$ cat config.mk
export PLATFORM = sky130hd
export DESIGN_NAME = dds_scoreboard
export DESIGN_NICKNAME = d
export VERILOG_FILES = /design/src/hdl/dds_pkg.sv /design/src/hdl/dds_scoreboard.sv /design/src/hdl/dds_group_decode.sv
export VERILOG_INCLUDE_DIRS = /design/src /design/src/hdl
export SDC_FILE = /design/constraint.sdc
export NUM_CORES = 1
export LEC_CHECK = 0
export BUFFER_PORTS_ARGS = -buffer_cell sky130_fd_sc_hd__buf_2
export CAP_MARGIN = 20
export CELL_PAD_IN_SITES_DETAIL_PLACEMENT = 0
export CELL_PAD_IN_SITES_GLOBAL_PLACEMENT = 1
export CORE_UTILIZATION = 42
export CTS_CLUSTER_DIAMETER = 60
export DETAILED_ROUTE_END_ITERATION = 8
export HOLD_SLACK_MARGIN = 0.02
export PLACE_DENSITY_LB_ADDON = 0.08
export SYNTH_ARGS = -nofsm -noshare
export SYNTH_HDL_FRONTEND = slang
export SYNTH_SLANG_ARGS = --single-unit
export TNS_END_PERCENT = 5
$ cat constraint.sdc
create_clock -name ref_clk -period 8.2 [get_ports ref_clk]
set_clock_uncertainty 0.2 [all_clocks]
set_input_delay 0.82 -clock ref_clk [delete_from_list [all_inputs] [get_ports ref_clk]]
set_output_delay 0.82 -clock ref_clk [all_outputs]
set_load 0.01 [all_outputs]
$ cat src/hdl/dds_map.svh
// Constants of the destination dependency scoreboard: field positions,
// register offsets and reset values. Definitions only; included by name.
// How it works
// - With execution size four, group select 10/1, 11/0 and 11/1 pick the 6th, 7th, 8th eighth.
// - Control 00 checks the destination scoreboard at issue and clears it at retirement.
// - Control 01 checks the destination scoreboard at issue and leaves it set at retirement.
// - With the upper control bit set the instruction issues without a scoreboard check.
// - With the lower control bit set retirement does not clear the destination entry.
// - Control 10 skips the check but still clears the entry at retirement.
// - Control 11 neither checks nor clears the entry.
`ifndef DDS_MAP_SVH
`define DDS_MAP_SVH

`define DDS_DEP_HI      11
`define DDS_DEP_LO      10
`define DDS_QTR_HI      13
`define DDS_QTR_LO      12
`define DDS_NIB_BIT     14
`define DDS_ESZ_HI      23
`define DDS_ESZ_LO      21
`define DDS_ESZ_W       3
`define DDS_ESZ_FOUR    3'h2
`define DDS_ESZ_EIGHT   3'h3
`define DDS_ESZ_SIXTEEN 3'h4

`define DDS_REG_W       8
`define DDS_TAG_W       4
`define DDS_CH_W        32

`define DDS_OFF_CTRL    8'h00
`define DDS_OFF_SB      8'h04
`define DDS_OFF_FLUSH   8'h08
`define DDS_OFF_ICNT    8'h0c
`define DDS_OFF_SCNT    8'h10
`define DDS_AOFF_HI     7

`define DDS_CTRL_EN     0
`define DDS_CTRL_RST    1'h1

`endif

$ cat src/hdl/dds_pkg.sv
// Types shared by the scoreboard block, its checker, decode model and testbench.
// Assumes dds_map.svh is reachable on the include path.
`include "dds_map.svh"

package dds_pkg;

  typedef enum logic [1:0] {
    DDS_DEP_NORMAL   = 2'b00,
    DDS_DEP_NO_CLR   = 2'b01,
    DDS_DEP_NO_CHK   = 2'b10,
    DDS_DEP_NO_BOTH  = 2'b11
  } dds_dep_t;

  typedef struct packed {
    logic [31:0]            word;   // Instruction header word
    logic [`DDS_REG_W-1:0]  dest;   // Destination register index
    logic                   architecture_register_space; // Destination in architecture space
  } dds_instr_t;

  typedef struct packed {
    logic [`DDS_TAG_W-1:0]  tag;    // Retirement tag
    logic [`DDS_REG_W-1:0]  dest;   // Destination register index
    logic [2:0]             eighth; // Channel eighth for exec size four
    logic [`DDS_CH_W-1:0]   mask;   // Dispatch and vector channel mask
    logic                   skip_dest_check;
    logic                   skip_dest_clear;
  } dds_issue_t;

endpackage

$ cat src/hdl/dds_scoreboard.sv
// Destination dependency scoreboard at instruction issue, with an AHB-Lite
// register slave. Assumes the decode stage holds instr stable while
// instr_valid is high and that retire tags come from issued instructions.
//
// The implementer's own choices: the AHB-Lite slave port and the address map.
`timescale 1ns/1ps
`default_nettype none
`include "dds_map.svh"

module dds_scoreboard #(
  parameter int NREGS = 32,  // Scoreboarded destination registers
  parameter int NTAGS = 8    // Instructions in flight
) (
  input  wire logic               ref_clk,     // Unit clock
  input  wire logic               rst_n,       // Synchronous reset, active low
  input  wire logic               ce,          // Clock enable, freezes all state
  input  wire logic               hsel,        // AHB slave select
  input  wire logic [31:0]        haddr,       // AHB address
  input  wire logic [1:0]         htrans,      // AHB transfer type
  input  wire logic               hwrite,      // AHB write
  input  wire logic [2:0]         hsize,       // AHB size, words only
  input  wire logic [31:0]        hwdata,      // AHB write data
  input  wire logic               hready,      // AHB bus ready
  output logic                    hreadyout,   // AHB slave ready
  output logic                    hresp,       // AHB response
  output logic      [31:0]        hrdata,      // AHB read data
  input  wire logic               instr_valid, // Decode offers an instruction
  input  wire dds_pkg::dds_instr_t instr,      // Offered instruction
  output logic                    instr_ready, // Instruction taken this cycle
  output logic                    iss_valid,   // One-cycle issue pulse
  output dds_pkg::dds_issue_t     iss,         // Issued instruction
  input  wire logic               ret_valid,   // Retirement pulse
  input  wire logic [`DDS_TAG_W-1:0] ret_tag   // Tag of the retiring instruction
);

  localparam int RW = $clog2(NREGS);
  localparam int TW = $clog2(NTAGS);

  typedef struct packed {
    logic [NREGS-1:0]         sb;    // Pending destination writes
    logic [NTAGS-1:0]         tv;    // Tag in flight
    logic [NTAGS-1:0]         tclr;  // Clear scoreboard on retire
    logic [NTAGS-1:0][RW-1:0] tdst;  // Destination per tag
    logic [TW-1:0]            tag;   // Next tag to hand out
    logic                     en;    // Issue enable
    logic                     aph_v; // Bus data phase pending
    logic                     aph_w;
    logic [`DDS_AOFF_HI:0]    aph_a;
    logic [31:0]              rdata;
    logic [31:0]              icnt;  // Issued instructions
    logic [31:0]              scnt;  // Cycles stalled on a hazard
    logic                     ov;
    dds_pkg::dds_issue_t      o;
  } dds_state_t;

  dds_state_t s_reg;
  dds_state_t s_next;

  logic [2:0]           grp_eighth;
  logic [`DDS_CH_W-1:0] grp_mask;
  dds_pkg::dds_dep_t    dep;
  logic                 chk;
  logic                 clr;
  logic [RW-1:0]        dst;
  logic                 hazard;
  logic                 take;

  dds_group_decode u_group (
    .exec_size            (instr.word[`DDS_ESZ_HI:`DDS_ESZ_LO]),
    .quarter_select       (instr.word[`DDS_QTR_HI:`DDS_QTR_LO]),
    .channel_group_select (instr.word[`DDS_NIB_BIT]),
    .eighth               (grp_eighth),
    .mask                 (grp_mask)
  );

  // Register read mux, snapped during the address phase
  function automatic logic [31:0] rd_word(input dds_state_t s,
                                           input logic [`DDS_AOFF_HI:0] a);
    logic [31:0] v;
    v = 32'h0000_0000;
    unique case (a)
      `DDS_OFF_CTRL:
      begin
        v[`DDS_CTRL_EN] = s.en;
      end
      `DDS_OFF_SB:
      begin
        v[((NREGS < 32) ? NREGS : 32)-1:0] = s.sb[((NREGS < 32) ? NREGS : 32)-1:0];
      end
      `DDS_OFF_ICNT:
      begin
        v = s.icnt;
      end
      `DDS_OFF_SCNT:
      begin
        v = s.scnt;
      end
      default:
      begin
        v = 32'h0000_0000;
      end
    endcase
    return v;
  endfunction

  always_comb
  begin
    // Architecture-register destinations always get full protection,
    // since the control field is not honoured for them
    dep = (instr.architecture_register_space) ? dds_pkg::DDS_DEP_NORMAL
                      : dds_pkg::dds_dep_t'(instr.word[`DDS_DEP_HI:`DDS_DEP_LO]);
    chk    = ~dep[1];
    clr    = ~dep[0];
    dst    = instr.dest[RW-1:0];
    // With the check skipped no hazard stalls issue; ordering is left to software
    hazard = chk & s_reg.sb[dst];
    instr_ready = ce & s_reg.en & ~s_reg.tv[s_reg.tag] & ~hazard;
    take   = instr_valid & instr_ready;
  end

  always_comb
  begin
    s_next    = s_reg;
    s_next.ov = 1'b0;

    // Bus address phase: zero wait states, read data snapped now
    s_next.aph_v = 1'b0;
    if (hsel && htrans[1] && hready)
    begin
      s_next.aph_v = 1'b1;
      s_next.aph_w = hwrite;
      s_next.aph_a = haddr[`DDS_AOFF_HI:0];
      if (!hwrite)
      begin
        s_next.rdata = rd_word(s_reg, haddr[`DDS_AOFF_HI:0]);
      end
    end

    // Bus data phase of a write
    if (s_reg.aph_v && s_reg.aph_w)
    begin
      if (s_reg.aph_a == `DDS_OFF_CTRL)
      begin
        s_next.en = hwdata[`DDS_CTRL_EN];
      end
      if (s_reg.aph_a == `DDS_OFF_FLUSH)
      begin
        s_next.sb[((NREGS < 32) ? NREGS : 32)-1:0] =
          s_next.sb[((NREGS < 32) ? NREGS : 32)-1:0] &
          ~hwdata[((NREGS < 32) ? NREGS : 32)-1:0];
      end
    end

    // Retirement frees the tag and clears the entry unless told not to
    if (ret_valid && s_reg.tv[ret_tag[TW-1:0]])
    begin
      s_next.tv[ret_tag[TW-1:0]] = 1'b0;
      if (s_reg.tclr[ret_tag[TW-1:0]])
      begin
        s_next.sb[s_reg.tdst[ret_tag[TW-1:0]]] = 1'b0;
      end
    end

    // Issue comes last so a new pending write beats a clear of the same entry
    if (take)
    begin
      s_next.sb[dst]          = 1'b1;
      s_next.tv[s_reg.tag]    = 1'b1;
      s_next.tclr[s_reg.tag]  = clr;
      s_next.tdst[s_reg.tag]  = dst;
      s_next.tag              = s_reg.tag + TW'(1);
      s_next.icnt             = s_reg.icnt + 32'h0000_0001;
      s_next.ov               = 1'b1;
      s_next.o.tag            = '0;
      s_next.o.tag[TW-1:0]    = s_reg.tag;
      s_next.o.dest           = instr.dest;
      s_next.o.eighth         = grp_eighth;
      s_next.o.mask           = grp_mask;
      s_next.o.skip_dest_check = ~chk;
      s_next.o.skip_dest_clear = ~clr;
    end
    else if (instr_valid && hazard)
    begin
      s_next.scnt = s_reg.scnt + 32'h0000_0001;
    end
  end

  always_ff @(posedge ref_clk)
  begin
    if (!rst_n)
    begin
      s_reg    <= '0;
      s_reg.en <= `DDS_CTRL_RST;
    end
    else if (ce)
    begin
      s_reg <= s_next;
    end
  end

  assign hreadyout = 1'b1;
  assign hresp     = 1'b0;
  assign hrdata    = s_reg.rdata;
  assign iss_valid = s_reg.ov;
  assign iss       = s_reg.o;

endmodule
`default_nettype wire

$ cat src/hdl/dds_group_decode.sv
// Channel-group decoder: turns execution size and group select into the
// channel mask used for dispatch and vector masks and architecture registers.
// Purely combinational; the caller registers the result.
`timescale 1ns/1ps
`default_nettype none
`include "dds_map.svh"

module dds_group_decode (
  input  wire logic [`DDS_ESZ_W-1:0] exec_size,            // Encoded execution size
  input  wire logic [1:0]            quarter_select,       // Upper group select bits
  input  wire logic                  channel_group_select, // Lowest group select bit
  output logic      [2:0]            eighth,               // Selected eighth
  output logic      [`DDS_CH_W-1:0]  mask                  // Channel enable mask
);

  always_comb
  begin
    eighth = {quarter_select, channel_group_select};
    mask   = {`DDS_CH_W{1'b1}};
    unique case (exec_size)
      `DDS_ESZ_FOUR:
      begin
        // Four channels per eighth, so 10/1, 11/0, 11/1 land on lanes 20, 24, 28
        mask = 32'h0000_000f << {eighth, 2'b00};
      end
      `DDS_ESZ_EIGHT:
      begin
        mask = 32'h0000_00ff << {quarter_select, 3'b000};
      end
      `DDS_ESZ_SIXTEEN:
      begin
        mask = 32'h0000_ffff << {quarter_select[1], 4'b0000};
      end
      default:
      begin
        mask = {`DDS_CH_W{1'b1}};
      end
    endcase
  end

endmodule
`default_nettype wire

==> results of run 1 <==
==> metal layers <==
| metal | track usage [%] | wire [um] | share of wire [%] | vias to the layer above |
|---|---|---|---|---|
| li1 | - | - | - | 5335 |
| met1 | 36.85 | 18350 | 48 | 5372 |
| met2 | 36.80 | 16460 | 43 | 393 |
| met3 | 4.046 | 2615 | 6.8 | 56 |
| met4 | 7.493 | 1003 | 2.6 | 0 |
| met5 | 0 | 0 | 0 | - |
==> cells by family after synthesis <==
logic type,Yosys count,share of synthesized area [%]
other,2,0.06041
adder cells (fa/ha/maj),3,0.3020
AND/OR/NAND/NOR,458,19.45
multiplexers,133,12.93
flip-flops,223,35.91
XOR/XNOR,2,0.1409
buffers and inverters,217,9.501
AO/OA/AOI/OAI,410,21.70
==> power by group through the flow <==
| stage | clock, uW | combinational (uW) | sequential (uW) |
|---|---|---|---|
| global placement | 0 | 257 | 1160 |
| floorplan | 0 | 195 | 1150 |
| global route | 1290 | 280 | 1140 |
| detailed placement | 0 | 257 | 1160 |
| CTS | 1250 | 258 | 1130 |
| finish | 1220 | 258 | 1130 |
==> worst min-delay path, delay by kind of cell, from the launching register on <==
kind,cells,cell delay [ps]
AND/OR/NAND/NOR,1,50
multiplexers,1,50
flip-flops,1,300
==> layout make-up <==
| cell class | count | area (sq um) |
|---|---|---|
| fillers | 2842 | 15280 |
| multi-input cells | 1009 | 6844 |
| flip-flops and latches | 223 | 4464 |
| repair buffers | 166 | 873.3 |
| clock buffers | 40 | 794.5 |
| well taps | 384 | 480.5 |
| clock inverters | 6 | 105.1 |
| inverters | 23 | 88.84 |
==> stage by stage <==
step | utilization, % | cells
6_report | 47.18 | 1851
5_1_grt | 47.18 | 1851
4_1_cts | 47.18 | 1851
3_5_place_dp | 44.07 | 1805
3_3_place_gp | 44.07 | 1805
2_1_floorplan | - | 1449
==> placed cells by master (no fill, tap or decap), drive strengths merged, types with 15 or more instances in the layout <==
cell type	n
nor2	63
nand4	40
a22oi	41
o21ai	87
buf	166
o2111ai	15
o31ai	15
inv	23
mux2	41
o22ai	16
nand2b	22
a211oi	35
mux2i	74
dfxtp	223
a21oi	108
a21boi	20
o21a	16
or4	30
nand3	49
nand2	150
mux4	18
clkbuf	40
==> worst paths after layout <==
kind | start | to
setup / recovery | instr[2] | flip-flop
hold reg to reg | flip-flop | flip-flop
setup reg to reg | s_reg[238] | flip-flop
hold / removal | flip-flop | flip-flop
==> flow_metrics.env, run 1 <==
export IMPL_status="complete, no violations"
export IMPL_cts_sinks=223
export IMPL_row_count=62
export IMPL_die_h_um=174.0
export IMPL_r2r_cells=7
export IMPL_die_area_sq_um=30290
export IMPL_hold_buffers=0
export IMPL_synth_commonest_cells="dfxtp_1 (223), nand2_1 (150), a21oi_1 (107)"
export IMPL_routed_wl_um=38430
export IMPL_dr_pass1_iters=5
export IMPL_initial_core_util_pct=42.96
export IMPL_grt_pass1_wl_um=60130
export IMPL_grt_remaining_overflow=0
export IMPL_crit_type="in -> reg"
export IMPL_clk_path_buf_depth=3
export IMPL_min_path_type="reg -> reg"
export IMPL_ys_ff_latch=223
export IMPL_r2r_slack_ps=4350
export IMPL_vias_per_cell=6.027
export IMPL_antenna_left=0
export IMPL_synthDominantAreaCellType="dfxtp_1"
export IMPL_post_synth_top_count_cell="dfxtp_1"
export IMPL_cts_root_buf="clkbuf_16"
export IMPL_maxCapViolCount=0
export IMPL_grt_usage_pct=24.92
export IMPL_critPathSlowestCell="a2111oi_0"
export IMPL_cts_setup_buffers=0
export IMPL_p_total_uw=2612
export IMPL_dp_hpwl_um=26290
export IMPL_drc=0
export IMPL_fin_crit_sh_pct=54.66
export IMPL_crit_arrival_ps=4670
export IMPL_num_vias=11160
export IMPL_dp_slack_ps=3254
export IMPL_antenna_found_initial=0
export IMPL_ios=207
export IMPL_max_stage_delay_ps=700
export IMPL_clock_latency_ps=540
export IMPL_power_leakage_uw=0.005158
export IMPL_setup_ws_ps=3718
export IMPL_fmax_mhz=223.1
export IMPL_sw_frac_of_total_pct=25.41
export IMPL_slew_viol_final=0
export IMPL_crit_cells=8
export IMPL_cp_buffers_inverters=3
export IMPL_switchingPower_uw=663.7
export IMPL_powerDensity_nw_per_um2=191.4
export IMPL_ys_seq_area_share_pct=35.91
export IMPL_synth_async_reset_ratio_pct=0
export IMPL_syn_area_sq_um=12430
export IMPL_place_gp_congestion=0.8363
export IMPL_tns_ps=0
export IMPL_synth_top_area_share_pct=35.91
export IMPL_cp_end_kind="flip-flop"
export IMPL_cpLargestDelayFamily="compound AO/OA/AOI/OAI gates"
export IMPL_peakVddDrop_mv=0.1368
export IMPL_drtIter0Drc=857
export IMPL_ys_flop_type="dfxtp_1"
export IMPL_worstPathMaxFanout=47
export IMPL_htree_levels=1
export IMPL_place_area_sq_um=12750
export IMPL_combPwrFrac_pct=9.9
export IMPL_cts_buffers_inserted=26
export IMPL_core_sq_um=28940
export IMPL_antenna_cells=0
export IMPL_tightest_slew_ps=1051
export IMPL_area_growth_pct=9.803
export IMPL_synth_edf_count=0
export IMPL_fin_worst_hold_slack_ps=253.3
export IMPL_final_design_area_no_fill_sq_um=13650
export IMPL_clkPwrFrac_pct=46.7
export IMPL_nets=1574
export IMPL_first_global_vias=10250
export IMPL_synth_area_leaders="dfxtp_1 (36%), mux2i_1 (6.0%), buf_4 (5.1%)"
export IMPL_wire_per_inst_um=20.76
export IMPL_hold_violations=0
export IMPL_tritoncts="yes"
export IMPL_finalCriticalPeriod_ps=4482
export IMPL_min_path_cells=2
export IMPL_port_buffers=150
export IMPL_syn_area_per_cell_sq_um=8.586
export IMPL_final_setup_viol_count=0
export IMPL_power_frac_seq_pct=43.4
export IMPL_cp_data_required_time_ps=8390
export IMPL_start_kind="primary input"
export IMPL_ys_warnings_count=0
export IMPL_slew_headroom_pct=29.93
export IMPL_worstPathCellList="buf_2 > inv_1 > a2111oi_0 > o41ai_2 > o21ai_4 > buf_4 > nand3_1 > mux2i_1"
export IMPL_internal_power_uw=1949
export IMPL_ctsResizeCount=0
export IMPL_grt_max_degree=93
export IMPL_clk_pin_slew_ps=60
export IMPL_die_w_um=174.0
export IMPL_drive_above_1_share_pct=19.84
export IMPL_yosysUniqueCellTypes=75
export IMPL_rsz0062_at_grt="no"
export IMPL_syn_inst=1448
Power figures use the tool's default switching activity.
==> run 2, diff against run 1 <==
Clock period 8.2 ns to 4.2 ns, I/O delays scaled along.
==> flow_metrics.env, run 2 (synthesis results as in run 1) <==
export IMPL_r2r_cells=7
export IMPL_clk_path_buf_depth=3
export IMPL_fin_crit_sh_pct=81.13
export IMPL_first_global_vias=10430
export IMPL_place_gp_congestion=0.8424
export IMPL_worstReg2RegStart="s_reg[238]"
export IMPL_die_w_um=174.0
export IMPL_powerDensity_nw_per_um2=377.3
export IMPL_ctsResizeCount=0
export IMPL_power_leakage_uw=0.005364
export IMPL_drtIter0Drc=913
export IMPL_initial_core_util_pct=42.96
export IMPL_antenna_found_initial=0
export IMPL_cts_setup_buffers=0
export IMPL_cts_buffers_inserted=28
export IMPL_final_setup_viol_count=0
export IMPL_maxCapViolCount=0
export IMPL_slew_viol_final=0
export IMPL_status="complete, no violations"
export IMPL_multi_input_area_sq_um=6835
export IMPL_cts_root_buf="clkbuf_16"
export IMPL_fill_cells=2840
export IMPL_r2r_slack_ps=1220
export IMPL_grt_max_degree=74
export IMPL_routed_wl_um=38860
export IMPL_cp_end_kind="primary output"
export IMPL_dp_hpwl_um=26890
export IMPL_slew_headroom_pct=42.72
export IMPL_worstPathMaxFanout=24
export IMPL_hold_violations=0
export IMPL_final_common_cell="dfxtp_1"
export IMPL_cts_sinks=223
export IMPL_nets=1612
export IMPL_final_util_pct=48.55
export IMPL_cp_data_required_time_ps=3580
export IMPL_register_area_sq_um=4464
export IMPL_antenna_cells=0
export IMPL_drc=0
export IMPL_finalCriticalPeriod_ps=3408
export IMPL_grt_remaining_overflow=0
export IMPL_fin_worst_hold_slack_ps=64.84
export IMPL_fmax_mhz=293.5
export IMPL_wire_per_inst_um=20.53
export IMPL_p_total_uw=5300
export IMPL_row_count=62
export IMPL_drive_above_1_share_pct=21.07
export IMPL_place_inst=1826
export IMPL_grt_pass1_wl_um=60460
export IMPL_num_vias=11260
export IMPL_clk_pin_slew_ps=60
export IMPL_tritoncts="yes"
export IMPL_tns_ps=0
export IMPL_die_area_sq_um=30290
export IMPL_crit_type="in -> out"
export IMPL_rsz0062_at_grt="no"
export IMPL_startpoint="instr[1]"
export IMPL_grt_usage_pct=25.14
export IMPL_antenna_left=0
export IMPL_core_sq_um=28940
export IMPL_tightest_slew_ps=851.3
export IMPL_finalNonFillerCells=1893
export IMPL_dr_pass1_iters=5
export IMPL_start_kind="primary input"
export IMPL_endpoint="instr_ready"
export IMPL_peakVddDrop_mv=0.3006
export IMPL_area_growth_pct=13.00
export IMPL_clock_latency_ps=550
export IMPL_port_buffers=150
export IMPL_vias_per_cell=5.947
export IMPL_ios=207
export IMPL_final_cell_mix="dfxtp_1 (223), nand2_1 (150), buf_2 (149), a21oi_1 (106), o21ai_0 (77)"
export IMPL_die_h_um=174.0
export IMPL_crit_arrival_ps=2790
export IMPL_htree_levels=1
export IMPL_hold_buffers=15
export IMPL_min_path_type="in -> reg"
run 2: changes by cell type in the layout (fill, tap and decap cells not counted), moves of 2 or more:
cell	previous run	this run
buf_4	17	37
clkinv_2	3	5
clkinvlp_4	0	3
dlygate4sd3_1	0	15
run 2: stage by stage:
stage / instance area (sq um) / setup slack (ps)
after floorplan: 12440 / 1133
after global placement: 12910 / 631.6
after detailed placement: 12910 / 632.8
after CTS: 14050 / 713.5
after global routing: 14050 / 595.3
final: 14050 / 792.5
run 2: worst max-delay path, cell delays in order:
cell	delay (ps)
buf_2	480
mux4_2	590
a22oi_2	270
o41a_1	260
a21oi_4	160
a211oi_1	370
buf_2	210
run 2: area by class of cell:
cell class                 instances  area share [%]
clock buffer                      39           5.709
clock inverter                    13           1.309
inverter                          23          0.6323
multi-input combinational       1009           48.66
sequential                       223           31.78
tap                              384           3.420
timing repair buffer             202           8.497
run 2: power by group:
| group | switching (uW) | internal (uW) | total [uW] |
|---|---|---|---|
| sequential | 50.1 | 2160 | 2210 |
| combinational | 340 | 191 | 531 |
| clock | 980 | 1580 | 2560 |
| total | 1370 | 3930 | 5300 |
run 2: per-layer routing:
| layer | vias up | routed length (um) | part of all wire [%] | track usage [%] |
|---|---|---|---|---|
| met1 | 5443 | 18770 | 48 | 37.12 |
| met4 | 0 | 612 | 1.6 | 5.811 |
| met2 | 358 | 17110 | 44 | 38.37 |
| li1 | 5414 | - | - | - |
| met3 | 42 | 2367 | 6.1 | 3.565 |
| met5 | - | 0 | 0 | 0 |
run 2: worst min path at each step:
stage	to	start	depth (start not counted)
final	s_reg[220]	hwdata[4]	4
after global routing	s_reg[219]	hwdata[3]	4
after CTS	s_reg[220]	hwdata[4]	4
after detailed placement	s_reg[150]	s_reg[150]	2
after global placement	flip-flop	flip-flop	2
after floorplan	flip-flop	flip-flop	2
